**config.mk**
```make
export PLATFORM = sky130hd
export DESIGN_NAME = ckr_rx_ctrl
export DESIGN_NICKNAME = d
export VERILOG_FILES = /design/src/verilog/ckr_pkg.sv /design/src/verilog/ckr_tick_if.sv /design/src/verilog/ckr_tick_gen.sv /design/src/verilog/ckr_rx_ctrl.sv
export SDC_FILE = /design/constraint.sdc
export NUM_CORES = 1
export LEC_CHECK = 0
export ABC_CLOCK_PERIOD_IN_PS = 1800
export BUFFER_PORTS_ARGS = -buffer_cell sky130_fd_sc_hd__clkbuf_2
export CAP_MARGIN = 15
export CORE_ASPECT_RATIO = 0.8
export CORE_MARGIN = 5
export CORE_UTILIZATION = 43
export DETAILED_ROUTE_END_ITERATION = 12
export GPL_TIMING_DRIVEN = 0
export PLACE_DENSITY_LB_ADDON = 0.05
export SLEW_MARGIN = 20
export SYNTH_ARGS = -nofsm -noshare
export SYNTH_HDL_FRONTEND = slang
export SYNTH_SLANG_ARGS = --single-unit
```
**constraint.sdc**
```tcl
create_clock -name clk -period 1.8 [get_ports clk]
set_input_delay 0.45 -clock clk [delete_from_list [all_inputs] [get_ports clk]]
set_output_delay 0.45 -clock clk [all_outputs]
set_load 0.005 [all_outputs]
```
**src/verilog/ckr_pkg.sv**
```systemverilog
package ckr_pkg;

    // clock and line timing
    localparam int unsigned CLK_HZ       = 50_000_000;  // system clock rate in hertz
    localparam int unsigned CHAR_RATE    = 10;          // characters per second, top rate
    localparam int unsigned FRAME_UNITS  = 11;          // start + 8 data + 2 stop units
    localparam int unsigned BAUD         = CHAR_RATE * FRAME_UNITS;  // unit rate, 110 per second
    localparam int unsigned OVS          = 16;          // oversampling ticks per unit
    localparam int unsigned OS_DIV       = CLK_HZ / (BAUD * OVS);    // clocks per tick, rounded down

    // oversample and bit counter marks, each at the width of its counter
    localparam logic [3:0]  OS_LAST      = 4'hf;        // last tick of a unit
    localparam logic [3:0]  OS_MID       = 4'h7;        // tick nearest the unit middle
    localparam logic [3:0]  OS_ZERO      = 4'h0;        // counter restart value
    localparam logic [2:0]  BIT_LAST     = 3'h7;        // index of the eighth data bit
    localparam logic [2:0]  BIT_ZERO     = 3'h0;        // first data bit index

    // instruction word fields (vector bit 0 is the least significant)
    localparam int unsigned SEL_LSB      = 3;           // device select field low bit
    localparam int unsigned SEL_MSB      = 8;           // device select field high bit
    localparam int unsigned OP_SKIP_BIT  = 0;           // enables the first pulse
    localparam int unsigned OP_CLR_BIT   = 1;           // enables the second pulse
    localparam int unsigned OP_XFER_BIT  = 2;           // enables the third pulse
    localparam logic [5:0]  SEL_RX       = 6'h03;       // receive select code
    localparam logic [5:0]  SEL_TX       = 6'h04;       // transmit select code

    // accumulator placement: character lands in the low eight bits
    localparam logic [3:0]  AC_HI_ZERO   = 4'h0;        // upper accumulator bits left zero

    // line levels
    localparam logic        LINE_MARK    = 1'b1;        // mark / hole / idle
    localparam logic        LINE_SPACE   = 1'b0;        // space / start element

    // receiver sequencing
    typedef enum logic [1:0] {
        CKR_IDLE  = 2'b00,
        CKR_START = 2'b01,
        CKR_DATA  = 2'b10,
        CKR_STOP  = 2'b11
    } ckr_state_t;

endpackage : ckr_pkg

```
**src/verilog/ckr_tick_if.sv**
```systemverilog
`timescale 1ns/1ps
// oversample tick carried from the divider to the receiver
interface ckr_tick_if;
    logic tick;  // one-cycle enable, sixteen per line unit

    modport src (output tick);
    modport snk (input  tick);
endinterface : ckr_tick_if

```
**src/verilog/ckr_tick_gen.sv**
```systemverilog
`timescale 1ns/1ps
module ckr_tick_gen #(
    parameter int unsigned DIV = ckr_pkg::OS_DIV
) (
    input  wire logic clk,
    input  wire logic reset_n,
    ckr_tick_if.src   tk
);

    localparam int unsigned CW = (DIV > 1) ? $clog2(DIV) : 1;     // counter width
    localparam logic [CW-1:0] TOP = CW'(DIV - 1);                // wrap value

    // a divider below two would tick every clock and break the timing
    if (DIV < 2) begin : g_bad_div
        $error("ckr_tick_gen: DIV must be at least 2");
    end

    typedef struct packed {
        logic [CW-1:0] cnt;   // clocks since last tick
        logic          tick;  // registered enable
    } ckr_div_t;

    ckr_div_t q;
    ckr_div_t d;

    ////////////////////////////////////////////////////////////////////////////
    // free-running divider; the tick is one clock wide
    always_comb begin
        d      = q;
        d.tick = 1'b0;
        if (q.cnt == TOP) begin
            d.cnt  = '0;
            d.tick = 1'b1;
        end else begin
            d.cnt = q.cnt + CW'(1);
        end
        if (!reset_n) begin
            d = '0;
        end
    end

    always_ff @(posedge clk) begin
        q <= d;
    end

    assign tk.tick = q.tick;

endmodule : ckr_tick_gen

```
**src/verilog/ckr_rx_ctrl.sv**
```systemverilog
// Operation
// RULE1 - frame: start, eight data, two stop units
// RULE2 - space stores zero, mark stores one
// RULE3 - bit one is the character's least significant
// RULE4 - timing supports ten characters per second
// RULE5 - receive runs independent of transmit side
// RULE6 - select 03 receives, 04 transmits
// RULE7 - pulses: first skip, second clear, third transfer
// RULE8 - shift register holds last character until read
// RULE9 - character start drops reader relay, stops tape
// RULE10 - flag sets when eight bits assembled
// RULE11 - skip instruction skips when flag set
// RULE12 - read-and-clear clears, loads, re-enables tape feed
// RULE13 - clear instruction clears accumulator and flag
// RULE14 - after clear, loaded reader sends next frame
// RULE15 - otherwise keyboard character is assembled next
// RULE16 - interrupt enable gates flags onto request
// RULE17 - combined code clears, reads, flag sets again
// RULE18 - static read ORs character, clears nothing
// RULE19 - start edge detected, bits sampled mid-unit
`timescale 1ns/1ps
module ckr_rx_ctrl #(
    parameter int unsigned OS_DIV = ckr_pkg::OS_DIV  // clocks per oversample tick
) (
    input  wire logic        clk,
    input  wire logic        reset_n,
    input  wire logic        rx_line,
    input  wire logic [11:0] instr_word,
    input  wire logic        skip_pulse,
    input  wire logic        clear_pulse,
    input  wire logic        transfer_pulse,
    input  wire logic        interrupt_enable_op,
    input  wire logic        int_enable_value,
    input  wire logic        tx_flag,
    output logic             reader_relay_q,
    output logic             rx_flag_q,
    output logic             skip_req_q,
    output logic             ac_clear_q,
    output logic [11:0]      ac_data_q,
    output logic             ac_strobe_q,
    output logic             tx_select_q,
    output logic             int_request_q
);

    ////////////////////////////////////////////////////////////////////////////
    // elaboration checks

    // the oversample counter is four bits wide and its marks assume sixteen
    if (ckr_pkg::OVS != 16) begin : g_bad_ovs
        $error("ckr_rx_ctrl: oversampling must be sixteen");
    end

    // a very small divider still works, but one below two ticks every clock
    if (OS_DIV < 2) begin : g_bad_div
        $error("ckr_rx_ctrl: OS_DIV must be at least 2");
    end

    ////////////////////////////////////////////////////////////////////////////
    // state of the whole control, one packed record

    typedef struct packed {
        ckr_pkg::ckr_state_t st;         // receiver sequencing state
        logic [3:0]          os_cnt;     // oversample ticks within a unit
        logic [2:0]          bit_cnt;    // data bit index, 0 = first received
        logic [7:0]          shreg;      // receive_char_register
        logic                line_prev;  // line level one clock ago
        logic                rx_flag;    // character ready
        logic                int_en;     // interrupt enable
        logic                relay;      // reader relay, 1 = energized
        logic                skip;       // skip request pulse
        logic                ac_clr;     // accumulator clear pulse
        logic [11:0]         ac_data;    // value offered to the accumulator
        logic                ac_stb;     // data transfer pulse
        logic                tx_sel;     // transmit select pulse
        logic                irq;        // interrupt request level
    } ckr_rx_regs_t;

    ckr_rx_regs_t q;                     // registered state
    ckr_rx_regs_t d;                     // next state

    logic [5:0]   dev_sel;               // select field of the instruction
    logic         sel_rx;                // instruction addresses the receiver
    logic         sel_tx;                // instruction addresses the transmitter
    logic         any_pulse;             // any of the three io pulses
    logic         set_flag;              // a frame finished this clock

    ////////////////////////////////////////////////////////////////////////////
    // oversample tick source

    ckr_tick_if tick_bus ();             // carries the divider's enable

    ckr_tick_gen #(
        .DIV (OS_DIV)
    ) u_tick (
        .clk     (clk),
        .reset_n (reset_n),
        .tk      (tick_bus)
    );

    ////////////////////////////////////////////////////////////////////////////
    // instruction decode

    // select code sits in the middle six bits of the io instruction
    always_comb begin
        dev_sel   = instr_word[ckr_pkg::SEL_MSB:ckr_pkg::SEL_LSB];
        sel_rx    = (dev_sel == ckr_pkg::SEL_RX);  // RULE6
        sel_tx    = (dev_sel == ckr_pkg::SEL_TX);  // RULE6
        any_pulse = skip_pulse | clear_pulse | transfer_pulse;
    end

    ////////////////////////////////////////////////////////////////////////////
    // next-state logic

    always_comb begin
        d          = q;
        set_flag   = 1'b0;
        // single-cycle outputs fall back every clock
        d.skip     = 1'b0;
        d.ac_clr   = 1'b0;
        d.ac_stb   = 1'b0;
        d.tx_sel   = 1'b0;
        // inputs are synchronous, so one register gives the edge reference
        d.line_prev = rx_line;

        // receiver: runs on its own, whatever the transmit side does
        unique case (q.st)  // RULE5
            ckr_pkg::CKR_IDLE: begin
                // a new frame only starts once software has freed the register;
                // the keyboard and the reader share the one line, so whichever
                // source is active supplies the next character
                if (!q.rx_flag && q.line_prev == ckr_pkg::LINE_MARK
                        && rx_line == ckr_pkg::LINE_SPACE) begin  // RULE19 RULE14 RULE15
                    d.st     = ckr_pkg::CKR_START;
                    d.os_cnt = ckr_pkg::OS_ZERO;
                    d.relay  = 1'b0;                   // RULE9
                end
            end
            ckr_pkg::CKR_START: begin
                if (tick_bus.tick) begin
                    if (q.os_cnt == ckr_pkg::OS_MID) begin
                        // re-check mid start: a short glitch is not a frame
                        if (rx_line == ckr_pkg::LINE_SPACE) begin  // RULE19
                            d.st      = ckr_pkg::CKR_DATA;
                            d.bit_cnt = ckr_pkg::BIT_ZERO;
                        end else begin
                            d.st = ckr_pkg::CKR_IDLE;
                        end
                        d.os_cnt = ckr_pkg::OS_ZERO;
                    end else begin
                        d.os_cnt = q.os_cnt + 4'h1;
                    end
                end
            end
            ckr_pkg::CKR_DATA: begin
                if (tick_bus.tick) begin
                    if (q.os_cnt == ckr_pkg::OS_LAST) begin
                        // one unit on from the start middle = this bit's middle;
                        // first bit in ends up in bit 0, the least significant
                        d.shreg  = {rx_line, q.shreg[7:1]};  // RULE2 RULE3 RULE8
                        d.os_cnt = ckr_pkg::OS_ZERO;
                        if (q.bit_cnt == ckr_pkg::BIT_LAST) begin
                            d.st = ckr_pkg::CKR_STOP;  // RULE1
                        end else begin
                            d.bit_cnt = q.bit_cnt + 3'h1;
                        end
                    end else begin
                        d.os_cnt = q.os_cnt + 4'h1;
                    end
                end
            end
            ckr_pkg::CKR_STOP: begin
                if (tick_bus.tick) begin
                    // flag at the middle of the first stop unit; the second stop
                    // unit passes in idle, and the start edge needs the mark
                    // anyway, so a short stop costs nothing but a late frame
                    if (q.os_cnt == ckr_pkg::OS_LAST) begin
                        set_flag = 1'b1;               // RULE10 RULE17
                        d.st     = ckr_pkg::CKR_IDLE;
                        d.os_cnt = ckr_pkg::OS_ZERO;
                    end else begin
                        d.os_cnt = q.os_cnt + 4'h1;
                    end
                end
            end
        endcase

        // first pulse: skip when the flag is up
        if (skip_pulse && sel_rx && instr_word[ckr_pkg::OP_SKIP_BIT]
                && q.rx_flag) begin                    // RULE7 RULE11
            d.skip = 1'b1;
        end

        // second pulse: clear flag and accumulator, let the tape move again
        if (clear_pulse && sel_rx && instr_word[ckr_pkg::OP_CLR_BIT]) begin  // RULE7
            d.rx_flag = 1'b0;                          // RULE13 RULE12
            d.ac_clr  = 1'b1;                          // RULE13 RULE12
            d.relay   = 1'b1;                          // RULE12 RULE14
        end

        // third pulse: offer the character; the processor ORs it in, so a
        // read without the clear bit leaves accumulator and flag alone
        if (transfer_pulse && sel_rx && instr_word[ckr_pkg::OP_XFER_BIT]) begin  // RULE7
            d.ac_data = {ckr_pkg::AC_HI_ZERO, q.shreg};  // RULE18 RULE12 RULE17
            d.ac_stb  = 1'b1;
        end

        // hardware set beats a clear in the same clock
        if (set_flag) begin
            d.rx_flag = 1'b1;
        end

        // transmit-side select is only announced; that side lives elsewhere
        d.tx_sel = any_pulse && sel_tx;                // RULE6

        // interrupt enable and the request it gates
        if (interrupt_enable_op) begin
            d.int_en = int_enable_value;               // RULE16
        end
        d.irq = d.int_en && (d.rx_flag || tx_flag);    // RULE16

        // synchronous reset: idle line, relay energized, everything else clear
        if (!reset_n) begin
            d           = '0;
            d.st        = ckr_pkg::CKR_IDLE;
            d.line_prev = ckr_pkg::LINE_MARK;
            d.relay     = 1'b1;
        end
    end

    ////////////////////////////////////////////////////////////////////////////
    // state register

    always_ff @(posedge clk) begin
        q <= d;
    end

    ////////////////////////////////////////////////////////////////////////////
    // outputs, each straight from the state record

    assign reader_relay_q = q.relay;
    assign rx_flag_q      = q.rx_flag;
    assign skip_req_q     = q.skip;
    assign ac_clear_q     = q.ac_clr;
    assign ac_data_q      = q.ac_data;
    assign ac_strobe_q    = q.ac_stb;
    assign tx_select_q    = q.tx_sel;
    assign int_request_q  = q.irq;

endmodule : ckr_rx_ctrl

```
* Yosys cells after proc, flatten, opt, wreduce, memory -nomap -nowiden
Index checks and enable logic that the tools add are counted.
W data, S select, Z words.
** Word-level totals
- Output and inout port bits :: 19
- Word-level logic and storage cells :: 91
- Bits of input ports :: 21
- Bits in registers :: 50
** Operators by class
- Muxes and demuxes :: 27
- Reduce and logical (&&, ||, !) cells :: 22
- $add $sub $neg :: 3
- Equality and inequality tests :: 19
- Bitwise logic cells :: 4
** Operators with widths (number)
- $pmux W6 S4 :: 1
- $mux W17 :: 1
- $add A15 B1 Y15 const B :: 1
- $eq A15 B15 Y1 const B :: 1
- $ne A2 B2 Y1 const B :: 7
- $mux W6 :: 2
- $logic_and A1 B1 Y1 :: 11
- $mux W11 :: 1
- $mux W1 :: 10
- $mux W2 :: 5
- $mux W3 :: 3
- $mux W9 :: 1
- $mux W4 :: 2
- $reduce_and A8 Y1 :: 1
- $reduce_and A7 Y1 :: 1
- $eq A6 B2 Y1 const B :: 1
- $eq A6 B3 Y1 const B :: 1
- $ne A2 B1 Y1 const B :: 3
- $pmux W3 S2 :: 1
- $add A4 B1 Y4 const B :: 1
- $eq A2 B2 Y1 const B :: 2
- $eq A4 B3 Y1 const B :: 1
- $eq A4 B4 Y1 const B :: 1
- $reduce_and A4 Y1 :: 1
- 12 further kinds :: 15

* Longest topological paths before layout
Gate-level depths: netlist of run 1.
- Depth in word-level cells :: 7
- Depth in mapped cells :: 7
- Gate-level depth less buffers :: 6

* By module
From an unflattened synthesis of run 1, not the netlist that was laid out.
** Second synthesis, totals
- Cells, all modules :: 242
- Area total of the unflattened synthesis :: 2322.2 um^2
** By module, submodules not included
- ckr_rx_ctrl :: cells an instance 164, seq. area each 680.7 um^2, instances 1, area an instance 1596.5 um^2
- ckr_tick_gen :: cells an instance 78, seq. area each 320.3 um^2, instances 1, area an instance 725.7 um^2

* Worst setup path before layout of run 1
No wires, ideal clock.
- Path type :: reg2reg
- From :: register q[32] (netlist bit)
- To :: register q[29] (netlist bit)
- Arrival :: 1.674 ns
- Cell stages (with the launch flop) :: 7
- Period minus slack after synthesis :: 1.744 ns
- Buffers on the path :: 1
- Setup slack :: 0.056 ns
- Cell sequence :: dfxtp_1 -> ha_1 -> nand3_2 -> or3_1 -> buf_2 -> or4_1 -> a21boi_1
** Between the ends
- Cells in the longest elaborated chain, start to end :: 3
- Elaborated cells on any way between the ends :: 5
- Those cells by class :: eq/ne: 4; reduce/logical: 1
** Ends and longest elaborated chain
- from (decl) :: RTL line ckr_rx_ctrl.sv:78 : ckr_rx_regs_t q;
- from (signal assigned) :: RTL line ckr_rx_ctrl.sv:234 : q <= d;
- $eq A4 B4 Y1 / $eq A4 B3 Y1 (equally long branches) :: RTL line ckr_rx_ctrl.sv:156, ckr_rx_ctrl.sv:140
- $ne A2 B2 Y1 (no line)
- $reduce_and A7 Y1 (no line) *
Mark *: on every way between the ends. The rest lies on a longest branch, timed or not.
A chain may end at the register's enable or synchronous reset.

* Worst setup path after layout of run 1
Same ends and word-level chain as after synthesis.

==> summary.txt, run 1 <==
Run status
  • Status: completed

Layout
  • Final layout net count: 320
  • Number of fill cells: 494
  • Area grow syn2layout: 19.33%
  • Post-route insts no fill: 357
  • Fraction of final layout cells sized beyond drive strength 1: 26.10%
  • Non-Filler Cell Area, Final: 0.002726 sq mm
  • Antenna diodes: 0
  • Final core area utilization: 53.52%

Setup path
  • Worst-case register-to-register setup slack: 0.05 ns
  • Startpoint Class: register
  • Launch instance of the worst register-to-register path: q[32]$_SDFFE_PN0P_
  • Worst flop-to-flop path endpoint: q[29]$_SDFFE_PN0P_
  • Logic depth of the worst register-to-register path: 6
  • Worst Path Arrival: 1.99 ns
  • Maximum fanout encountered on the critical timing path: 6
  • Setup crit end kind: register
  • Type of the worst setup path: reg -> reg
  • Data required time of the critical path: 2.04 ns

Placement
  • Total of buffers placed on input and output ports: 31
  • Cells after DPL: 349
  • Final HPWL from detailed placement: 3.279 mm
  • Placement-stage cell area: 0.002529 sq mm
  • Final weighted congestion of routability-driven global placement: 0.8063

Synth
  • Post-synth top area share: 43.81%
  • Leading post-synthesis cells by cell area: dfxtp_1 (44%), nand2_1 (5.6%), mux2i_1 (5.3%)
  • Seq/Total Area, Yosys: 43.81%
  • Number of synthesized flops with an enable pin: 0
  • Mean area per synthesized cell: 9.030 sq um
  • Main synth FF type: dfxtp_1
  • Gate count after technology mapping: 253
  • Register bit total from synthesis: 50
  • Proportion of register bits with asynchronous set or reset after synthesis: 0%
  • Distinct cells, synth: 46
  • Combined area of all synthesized cells: 0.002285 sq mm
  • Synthesis Warnings: 0
  • Largest area contributor in the netlist: dfxtp_1

Power
  • Pwr/cell area: 701.5 mW/mm^2
  • Design Power: 1.912 mW
  • Worst voltage drop across the vdd grid: 0.0004987 V
  • Leakage power total: 1.032 nW

Global routing
  • Wire length of the first global-routing pass: 7.596 mm
  • Global route overflow: 0
  • Vias in the first global route: 1523
  • Maximum number of pins on one net before global-route repair: 17
  • Global router's overall resource usage: 13.92%
  • Number of antenna violations at the first check in global routing: 0

Floorplanning
  • Count of pins on the block boundary: 40
  • DIE HEIGHT: 75.20 um
  • Area of the die: 0.006880 sq mm
  • Row Count: 23
  • Core area: 0.005094 sq mm
  • DIE WIDTH: 91.50 um
  • Effective utilization at floorplan: 44.85%

Timing
  • Maximum operating frequency: 571.9 MHz
  • Shortest period the worst path allows: 1.749 ns
  • Worst-margin pin slew: 0.6351 ns
  • Setup clock skew after layout: 0.007329 ns
  • Slew Limit Headroom: 57.43%
  • Hold Worst Slack: 0.3515 ns
  • Share of the cycle needed by the critical path after routing: 97.14%
  • Count of final setup violators: 0
  • Final hold viol count: 0
  • Slew Limit Fails: 0

Route
  • DRC violation count after routing: 0
  • Number of design-rule violations left by the first detailed-router iteration: 77
  • Routed length per placed instance: 12.94 um
  • Antenna violation net count after detailed routing: 0
  • Vias after detailed routing: 1785
  • DR pass1 iterations: 4
  • Aggregate routed wire length: 4.619 mm
  • Vias per Instance: 5.000

Flow run
  • Reported max-cap violation count: 0

CTS
  • Number of buffers created by CTS: 5
  • Sink count of the clock tree: 50
  • TritonCTS clock tree: yes
  • Later-pin clock latency in the skew report: 0.30 ns
  • H-Tree Depth: 2
  • Maximum root-to-sink buffer count: 2
  • Worst-path clk slew: 0.10 ns
  • Cell at the root of the clock tree: clkbuf_8

Worst hold path
  • Depth of the worst hold-timing path: 2
  • End of the worst hold path: int_request_q$_SDFF_PN0_
  • Class of the tightest hold or removal check: in -> reg
  • Worst Min Path Start: tx_flag
## through the flow
step,setup slack [ns],TNS (ns)
after detailed placement,-0.1623,-1.509
after global routing,-0.01210,-0.01210
after floorplan,0.05555,0
final,0.05146,0
after global placement,-0.1071,-1.001
after CTS,0.002382,0
## routing by layer
layer | vias up | track usage [%] | wire, um
met5 | - | 0 | 0
met4 | 0 | 5.184 | 48
met3 | 5 | 3.796 | 304
met2 | 47 | 18.30 | 1738
met1 | 793 | 21.22 | 2527
li1 | 940 | - | -
## power breakdown
group	internal [mW]	switching, mW
Combinational	0.0585	0.0721
Sequential	1.12	0.00812
Clock	0.274	0.384
## area by class of cell
class / count / area, sq um / share of cell area [%]
Buffer: 23 / 152.6 / 5.599
Clock buffer: 5 / 68.82 / 2.524
Clock inverter: 3 / 21.27 / 0.7802
Inverter: 4 / 15.01 / 0.5507
Multi-Input combinational cell: 178 / 1219 / 44.70
Sequential cell: 50 / 1010 / 37.04
Tap cell: 62 / 77.57 / 2.845
Timing Repair Buffer: 32 / 162.7 / 5.966
## state kept, by name, indices dropped and copies added, names as in the netlist
signal          flops
u_tick.tk.tick      1
tx_select_q         1
ac_clear_q          1
int_request_q       1
reader_relay_q      1
u_tick.q           15
q                  19
skip_req_q          1
rx_flag_q           1
ac_strobe_q         1
ac_data_q           8
## Yosys cell counts (all sizes together), types with 2 or more instances
cell,n
clkbuf,6
nor3,5
or3,2
nand3b,2
nor2b,9
mux2i,12
and4,4
xor2,7
xnor2,6
nor2,24
a32oi,2
buf,18
nor4,5
nand2b,3
nand3,10
a21oi,3
nand2,34
and2,3
inv,4
ha,5
nand4,6
o21ai,2
dfxtp,50
a21boi,13
o31ai,3
## placed cells by master, fill, tap and decap left out, types with 6 or more instances in the layout
cell type,instances
dfxtp_1,47
mux2i_1,12
a21boi_0,11
nand4_1,6
nand3_1,9
nor2_1,23
buf_4,14
xnor2_1,6
clkbuf_2,31
nand2_1,34
xor2_1,7
nor2b_1,9
## critical path, stage by stage, from the launching register on
cell,delay [ns]
dfxtp_4,0.38
ha_4,0.17
nand3_4,0.10
or3_4,0.35
buf_6,0.12
or4_4,0.41
a21boi_2,0.14
## timing repair
item	in CTS	in global routing
setup buffers	0	1
resized for setup	6	18
hold buffers	0	0
pin swaps	1	4
setup endpoints to repair	12	16
## kinds of logic after synthesis
kind of cell,Yosys count,synth area share (%)
flops,50,43.81
mux,12,5.258
buf+inv,28,6.900
fa+ha+maj,5,2.738
xor+xnor,13,4.984
other cells,1,0.1641
compound gates,29,9.474
simple gates,115,26.67
## worst max path at each step
stage / from / end / slack (ns) / depth (start not counted)
floorplan: q[32]$_SDFFE_PN0P_ / q[29]$_SDFFE_PN0P_ / 0.06 / 6
global placement: rx_line / q[33]$_SDFFE_PN0P_ / -0.11 / 5
detailed placement: rx_line / q[33]$_SDFFE_PN0P_ / -0.16 / 5
CTS: q[32]$_SDFFE_PN0P_ / q[29]$_SDFFE_PN0P_ / 0.002 / 6
global route: q[32]$_SDFFE_PN0P_ / q[29]$_SDFFE_PN0P_ / -0.01 / 6
finish: q[32]$_SDFFE_PN0P_ / q[29]$_SDFFE_PN0P_ / 0.05 / 6
Note: power is estimated with default switching activity, not from simulation.
==> inputs of run 2 (changes only) <==
--- a/config.mk
+++ b/config.mk
@@ -7,9 +7,9 @@
 export LEC_CHECK = 0
 export ABC_CLOCK_PERIOD_IN_PS = 1800
 export BUFFER_PORTS_ARGS = -buffer_cell sky130_fd_sc_hd__clkbuf_2
-export CAP_MARGIN = 15
+export CAP_MARGIN = 10
 export CORE_ASPECT_RATIO = 0.8
-export CORE_MARGIN = 5
+export CORE_MARGIN = 4
 export CORE_UTILIZATION = 43
 export DETAILED_ROUTE_END_ITERATION = 12
 export GPL_TIMING_DRIVEN = 0
==> run 2 against run 1 <==
Compared with the run above: final area shrank 0.50%; wire length shrank 3.8%; total power increased by 7.0%.
==> summary.txt, run 2 (synthesized netlist as in run 1, its figures left out) <==
Run status
  • Status: completed

Layout
  • Area grow syn2layout: 18.73%
  • Final core area utilization: 53.56%
  • Leading cell type in the layout, fill and taps excluded: dfxtp_1
  • Antenna diodes: 0
  • Commonest non-fill, non-tap cells in the layout: dfxtp_1 (48), nand2_1 (34), clkbuf_2 (31)
  • Top reg by flops: q
  • Flip-flop count of the largest register, all copies and words added: 19
  • Final layout net count: 321
  • Non-Filler Cell Area, Final: 0.002713 sq mm
  • Fraction of final layout cells sized beyond drive strength 1: 24.66%

Timing
  • Setup repair after global routing missed its margin: no
  • Slew Limit Fails: 0
  • Slew Limit Headroom: 56.10%
  • Worst-margin pin slew: 0.6549 ns
  • Setup clock skew after layout: 0.005200 ns
  • Final hold viol count: 0
  • Maximum operating frequency: 570.3 MHz
  • Count of final setup violators: 0
  • Setup_tns: 0 ns
  • Post-route setup slack: 0.04643 ns
  • Shortest period the worst path allows: 1.754 ns
  • Share of the cycle needed by the critical path after routing: 97.42%
  • Hold Worst Slack: 0.3545 ns

Setup path
  • Maximum fanout encountered on the critical timing path: 6
  • Worst Path Arrival: 1.99 ns
  • Startpoint Class: register
  • Worst setup path startpoint: q[32]$_SDFFE_PN0P_
  • Data required time of the critical path: 2.04 ns
  • Logic depth of the worst register-to-register path: 6
  • Launch instance of the worst register-to-register path: q[32]$_SDFFE_PN0P_
  • Setup crit end kind: register
  • Worst flop-to-flop path endpoint: q[29]$_SDFFE_PN0P_
  • Worst-case register-to-register setup slack: 0.05 ns
  • Type of the worst setup path: reg -> reg
  • Endpoint of the worst setup timing path: q[29]$_SDFFE_PN0P_

Global routing
  • Global route overflow: 0
  • Global router's overall resource usage: 14.23%
  • Number of antenna violations at the first check in global routing: 0
  • Vias in the first global route: 1544
  • Maximum number of pins on one net before global-route repair: 17
  • Wire length of the first global-routing pass: 7.369 mm

Placement
  • Total of buffers placed on input and output ports: 31
  • Final HPWL from detailed placement: 3.222 mm
  • Setup WS pre-CTS: -0.1420 ns
  • Placement-stage cell area: 0.002529 sq mm
  • Final weighted congestion of routability-driven global placement: 0.7569

Floorplanning
  • Area of the die: 0.006551 sq mm
  • DIE HEIGHT: 73.20 um
  • Row Count: 23
  • DIE WIDTH: 89.50 um
  • Count of pins on the block boundary: 40
  • Effective utilization at floorplan: 45.11%
  • Core area: 0.005065 sq mm

Route
  • Number of design-rule violations left by the first detailed-router iteration: 106
  • Antenna violation net count after detailed routing: 0
  • Vias per Instance: 4.966
  • DRC violation count after routing: 0
  • Vias after detailed routing: 1778
  • Aggregate routed wire length: 4.444 mm
  • DR pass1 iterations: 5
  • Routed length per placed instance: 12.41 um

CTS
  • Number of buffers added to fix hold violations after cts: 0
  • Worst-path clk slew: 0.09 ns
  • Later-pin clock latency in the skew report: 0.30 ns
  • H-Tree Depth: 2
  • TritonCTS clock tree: yes
  • Cell at the root of the clock tree: clkbuf_8
  • Maximum root-to-sink buffer count: 2
  • Sink count of the clock tree: 50
  • Number of buffers created by CTS: 5

Power
  • Switching component of the power: 0.4568 mW
  • Worst voltage drop across the vdd grid: 0.0005222 V
  • Internal power of the cells: 1.591 mW
  • Leakage power total: 1.030 nW
  • Part of the power in registers: 54.9%
  • Fraction of power spent switching nets: 22.31%
  • Pwr/cell area: 754.7 mW/mm^2
  • Part of the power in the clock network: 38.8%
  • Comb power frac: 6.3%

Flow run
  • Reported max-cap violation count: 0

Worst hold path
  • Class of the tightest hold or removal check: in -> reg
run 2: worst min-delay path by stage:
stage / start / endpoint / cells after the start
4_1_cts: tx_flag / int_request_q$_SDFF_PN0_ / 2
3_3_place_gp: u_tick.q[1]$_SDFF_PP0_ / u_tick.q[1]$_SDFF_PP0_ / 1
3_5_place_dp: reader_relay_q$_SDFFE_PP1P_ / reader_relay_q$_SDFFE_PP1P_ / 2
6_report: tx_flag / int_request_q$_SDFF_PN0_ / 2
2_1_floorplan: u_tick.q[1]$_SDFF_PP0_ / u_tick.q[1]$_SDFF_PP0_ / 1
5_1_grt: tx_flag / int_request_q$_SDFF_PN0_ / 2
run 2: area by class of cell:
type,count,area [sq um]
well taps,62,77.57
clock inverters,3,43.79
repair buffers,33,170.2
multi-input cells,178,1181
fillers,485,2352
clock buffers,5,68.82
inverters,4,15.01
flip-flops and latches,50,1008
plain buffers,23,147.6
run 2: worst max-delay path, stage by stage, from the launching register on:
cell	delay, ns
dfxtp_4	0.38
ha_4	0.17
nand3_4	0.10
or3_4	0.39
buf_6	0.13
or4_1	0.39
a21boi_1	0.14
run 2: per-stage QoR:
step,power (mW),instances
final,2.047,358
after global routing,2.146,358
after CTS,2.079,356
after detailed placement,1.279,349
after global placement,1.279,349
after floorplan,1.234,256
run 2: metal layers:
| layer | part of all wire (%) | vias up | track usage, % |
|---|---|---|---|
| met5 | 0 | - | 0 |
| met4 | 0.65 | 0 | 3.471 |
| met2 | 36 | 49 | 19.13 |
| li1 | - | 939 | - |
| met3 | 7.4 | 2 | 3.499 |
| met1 | 56 | 788 | 22.41 |
run 2: power groups by stage:
stage | logic, mW | clock network, mW | registers [mW]
after CTS | 0.127 | 0.826 | 1.13
after global routing | 0.145 | 0.875 | 1.13
after detailed placement | 0.126 | 0 | 1.15
after global placement | 0.126 | 0 | 1.15
final | 0.130 | 0.794 | 1.12
after floorplan | 0.0822 | 0 | 1.15
run 2: repair_timing:
item / 4_1_cts / 5_1_grt
pin swaps: 1 / 3
resized for setup: 6 / 9
setup buffers: 0 / 2
endpoints found under the setup margin: 11 / 14
==> inputs of run 3 (changes only) <==
--- a/config.mk
+++ b/config.mk
@@ -10,7 +10,7 @@
 export CAP_MARGIN = 10
 export CORE_ASPECT_RATIO = 0.8
 export CORE_MARGIN = 4
-export CORE_UTILIZATION = 43
+export CORE_UTILIZATION = 50
 export DETAILED_ROUTE_END_ITERATION = 12
 export GPL_TIMING_DRIVEN = 0
 export PLACE_DENSITY_LB_ADDON = 0.05
==> constraint.sdc (replaced) <==
create_clock -name clk -period 1.8 [get_ports clk]
set_input_delay 0 -clock clk [delete_from_list [all_inputs] [get_ports clk]]
set_output_delay 0 -clock clk [all_outputs]
set_load 0.005 [all_outputs]
==> run 3 against run 2 <==
Compared with the run above: largest power group unchanged; critical endpoint unchanged; flip-flop and latch count did not move; critical path type unchanged; worst hold slack worse by 0.34 ns; final cell count up 0.56%; wire length increased by 3.1%.
==> summary.txt, run 3 (synthesized netlist as in run 1, its figures left out) <==
Global routing
  • Number of antenna violations at the first check in global routing: 0
  • Wire length of the first global-routing pass: 7.817 mm
  • Global router's overall resource usage: 17.13%
  • Global route overflow: 0
  • Vias in the first global route: 1658
  • Maximum number of pins on one net before global-route repair: 16

Route
  • Vias per Instance: 5.075
  • DRC violation count after routing: 0
  • Routed length per placed instance: 12.72 um
  • Number of design-rule violations left by the first detailed-router iteration: 86
  • Aggregate routed wire length: 4.580 mm
  • DR pass1 iterations: 4
  • Antenna violation net count after detailed routing: 0
  • Vias after detailed routing: 1827

Timing
  • Maximum operating frequency: 573.4 MHz
  • Hold Worst Slack: 0.01667 ns
  • Worst-margin pin slew: 0.6299 ns
  • Final hold viol count: 0
  • Count of final setup violators: 0
  • Shortest period the worst path allows: 1.744 ns
  • Share of the cycle needed by the critical path after routing: 96.90%
  • Slew Limit Headroom: 57.77%
  • Setup_tns: 0 ns
  • Setup clock skew after layout: 0.003109 ns
  • Slew Limit Fails: 0

Floorplanning
  • Count of pins on the block boundary: 40
  • Core area: 0.004283 sq mm
  • Effective utilization at floorplan: 53.35%
  • Area of the die: 0.005722 sq mm
  • Row Count: 21
  • DIE WIDTH: 83.58 um
  • DIE HEIGHT: 68.46 um

Layout
  • Fraction of final layout cells sized beyond drive strength 1: 23.43%
  • Leading cell type in the layout, fill and taps excluded: dfxtp_1
  • Area grow syn2layout: 21.14%
  • Number of fill cells: 377
  • Flip-flop count of the largest register, all copies and words added: 19
  • Top reg by flops: q
  • Antenna diodes: 0
  • Final core area utilization: 64.62%
  • Final layout net count: 328
  • Commonest non-fill, non-tap cells in the layout: dfxtp_1 (48), nand2_1 (34), clkbuf_2 (31)

Power
  • Leakage power total: 1.047 nW
  • Pwr/cell area: 701.7 mW/mm^2
  • Worst voltage drop across the vdd grid: 0.0004624 V

Setup path
  • Type of the worst setup path: reg -> reg
  • Setup crit end kind: register
  • Worst-case register-to-register setup slack: 0.06 ns
  • Worst path max stage delay: 0.40 ns
  • Maximum fanout encountered on the critical timing path: 9
  • Logic depth of the worst register-to-register path: 6
  • Worst Path Arrival: 1.98 ns
  • Data required time of the critical path: 2.04 ns
  • Startpoint Class: register
  • Series of cell instances along the critical path: ha_4 -> nand3_4 -> or3_4 -> buf_6 -> or4_1 -> a21boi_1
  • Worst flop-to-flop path endpoint: q[29]$_SDFFE_PN0P_
  • Slowest cell on the critical path: or4_1
  • Launch instance of the worst register-to-register path: q[33]$_SDFFE_PN0P_
  • Largest delay share family, worst path: simple AND/OR/NAND/NOR gates
  • Buf/Inv on CP: 1

Worst hold path
  • End of the worst hold path: q[18]$_SDFF_PN0_
  • Worst Min Path Start: int_enable_value
  • Class of the tightest hold or removal check: in -> reg
  • Depth of the worst hold-timing path: 3

CTS
  • Later-pin clock latency in the skew report: 0.30 ns
  • Worst-path clk slew: 0.09 ns
  • Maximum root-to-sink buffer count: 2
  • Number of buffers created by CTS: 5
  • H-Tree Depth: 2
  • TritonCTS clock tree: yes
  • Sink count of the clock tree: 50
  • Cell at the root of the clock tree: clkbuf_8

Run status
  • Status: completed

Placement
  • Total of buffers placed on input and output ports: 31
  • Final weighted congestion of routability-driven global placement: 0.7971
  • Final HPWL from detailed placement: 3.253 mm

Flow run
  • Reported max-cap violation count: 0
[run 3: cell count changes in the layout (fill, tap and decap cells not counted), sizes merged]
cell / change
inv: -1
clkinvlp: +1
dlygate4sd3: +9
bufinv: -1
buf: -1
[run 3: area by class of cell]
cell class              instances  area (sq um)  share of cell area [%]
inverters                       4         15.01                  0.5425
well taps                      57         71.32                   2.577
flip-flops and latches         50          1008                   36.44
clock inverters                 2         12.51                  0.4521
multi-input cells             178          1176                   42.50
repair buffers                 41         252.7                   9.132
plain buffers                  22         148.9                   5.380
clock buffers                   6         82.58                   2.984
[run 3: worst max path at each step]
stage,start,to,cells past startpoint
2_1_floorplan,q[32]$_SDFFE_PN0P_,q[29]$_SDFFE_PN0P_,6
3_3_place_gp,q[32]$_SDFFE_PN0P_,q[29]$_SDFFE_PN0P_,6
3_5_place_dp,q[32]$_SDFFE_PN0P_,q[29]$_SDFFE_PN0P_,6
4_1_cts,q[32]$_SDFFE_PN0P_,q[29]$_SDFFE_PN0P_,6
5_1_grt,q[33]$_SDFFE_PN0P_,q[29]$_SDFFE_PN0P_,6
6_report,q[33]$_SDFFE_PN0P_,q[29]$_SDFFE_PN0P_,6
[run 3: through the flow]
step	power, mW	worst slack, ns	cells	cell area [sq um]
3_5_place_dp	1.277	-0.1021	344	2522
6_report	1.942	0.05589	360	2768
5_1_grt	2.033	-0.01539	360	2768
3_3_place_gp	1.276	-0.1015	344	2522
4_1_cts	1.968	0.02204	361	2735
2_1_floorplan	1.234	0.05555	256	2296
[run 3: worst min-delay path, stage by stage]
cell,delay (ns)
clkbuf_2,0.08
mux2i_1,0.12
nor2b_1,0.07
[run 3: per-layer routing]
layer | part of all wire (%) | track usage [%] | wire [um]
met1 | 52 | 24.23 | 2401
met2 | 41 | 24.90 | 1857
met3 | 5.8 | 4.934 | 266
met4 | 1.2 | 6.024 | 55
met5 | 0 | 0 | 0
[run 3: what timing repair did]
action	in CTS	in global routing
hold buffers	9	0
hold endpoints to repair	7	0
setup buffers	0	1
pin swaps	0	3
setup endpoints to repair	11	12
gates resized for setup	7	11
[run 3: power breakdown]
| part | internal [mW] | switching [mW] | total [mW] |
|---|---|---|---|
| combinational | 0.0660 | 0.0727 | 0.139 |
| clock | 0.309 | 0.370 | 0.679 |
| sequential | 1.12 | 0.00841 | 1.12 |
| total | 1.49 | 0.451 | 1.94 |
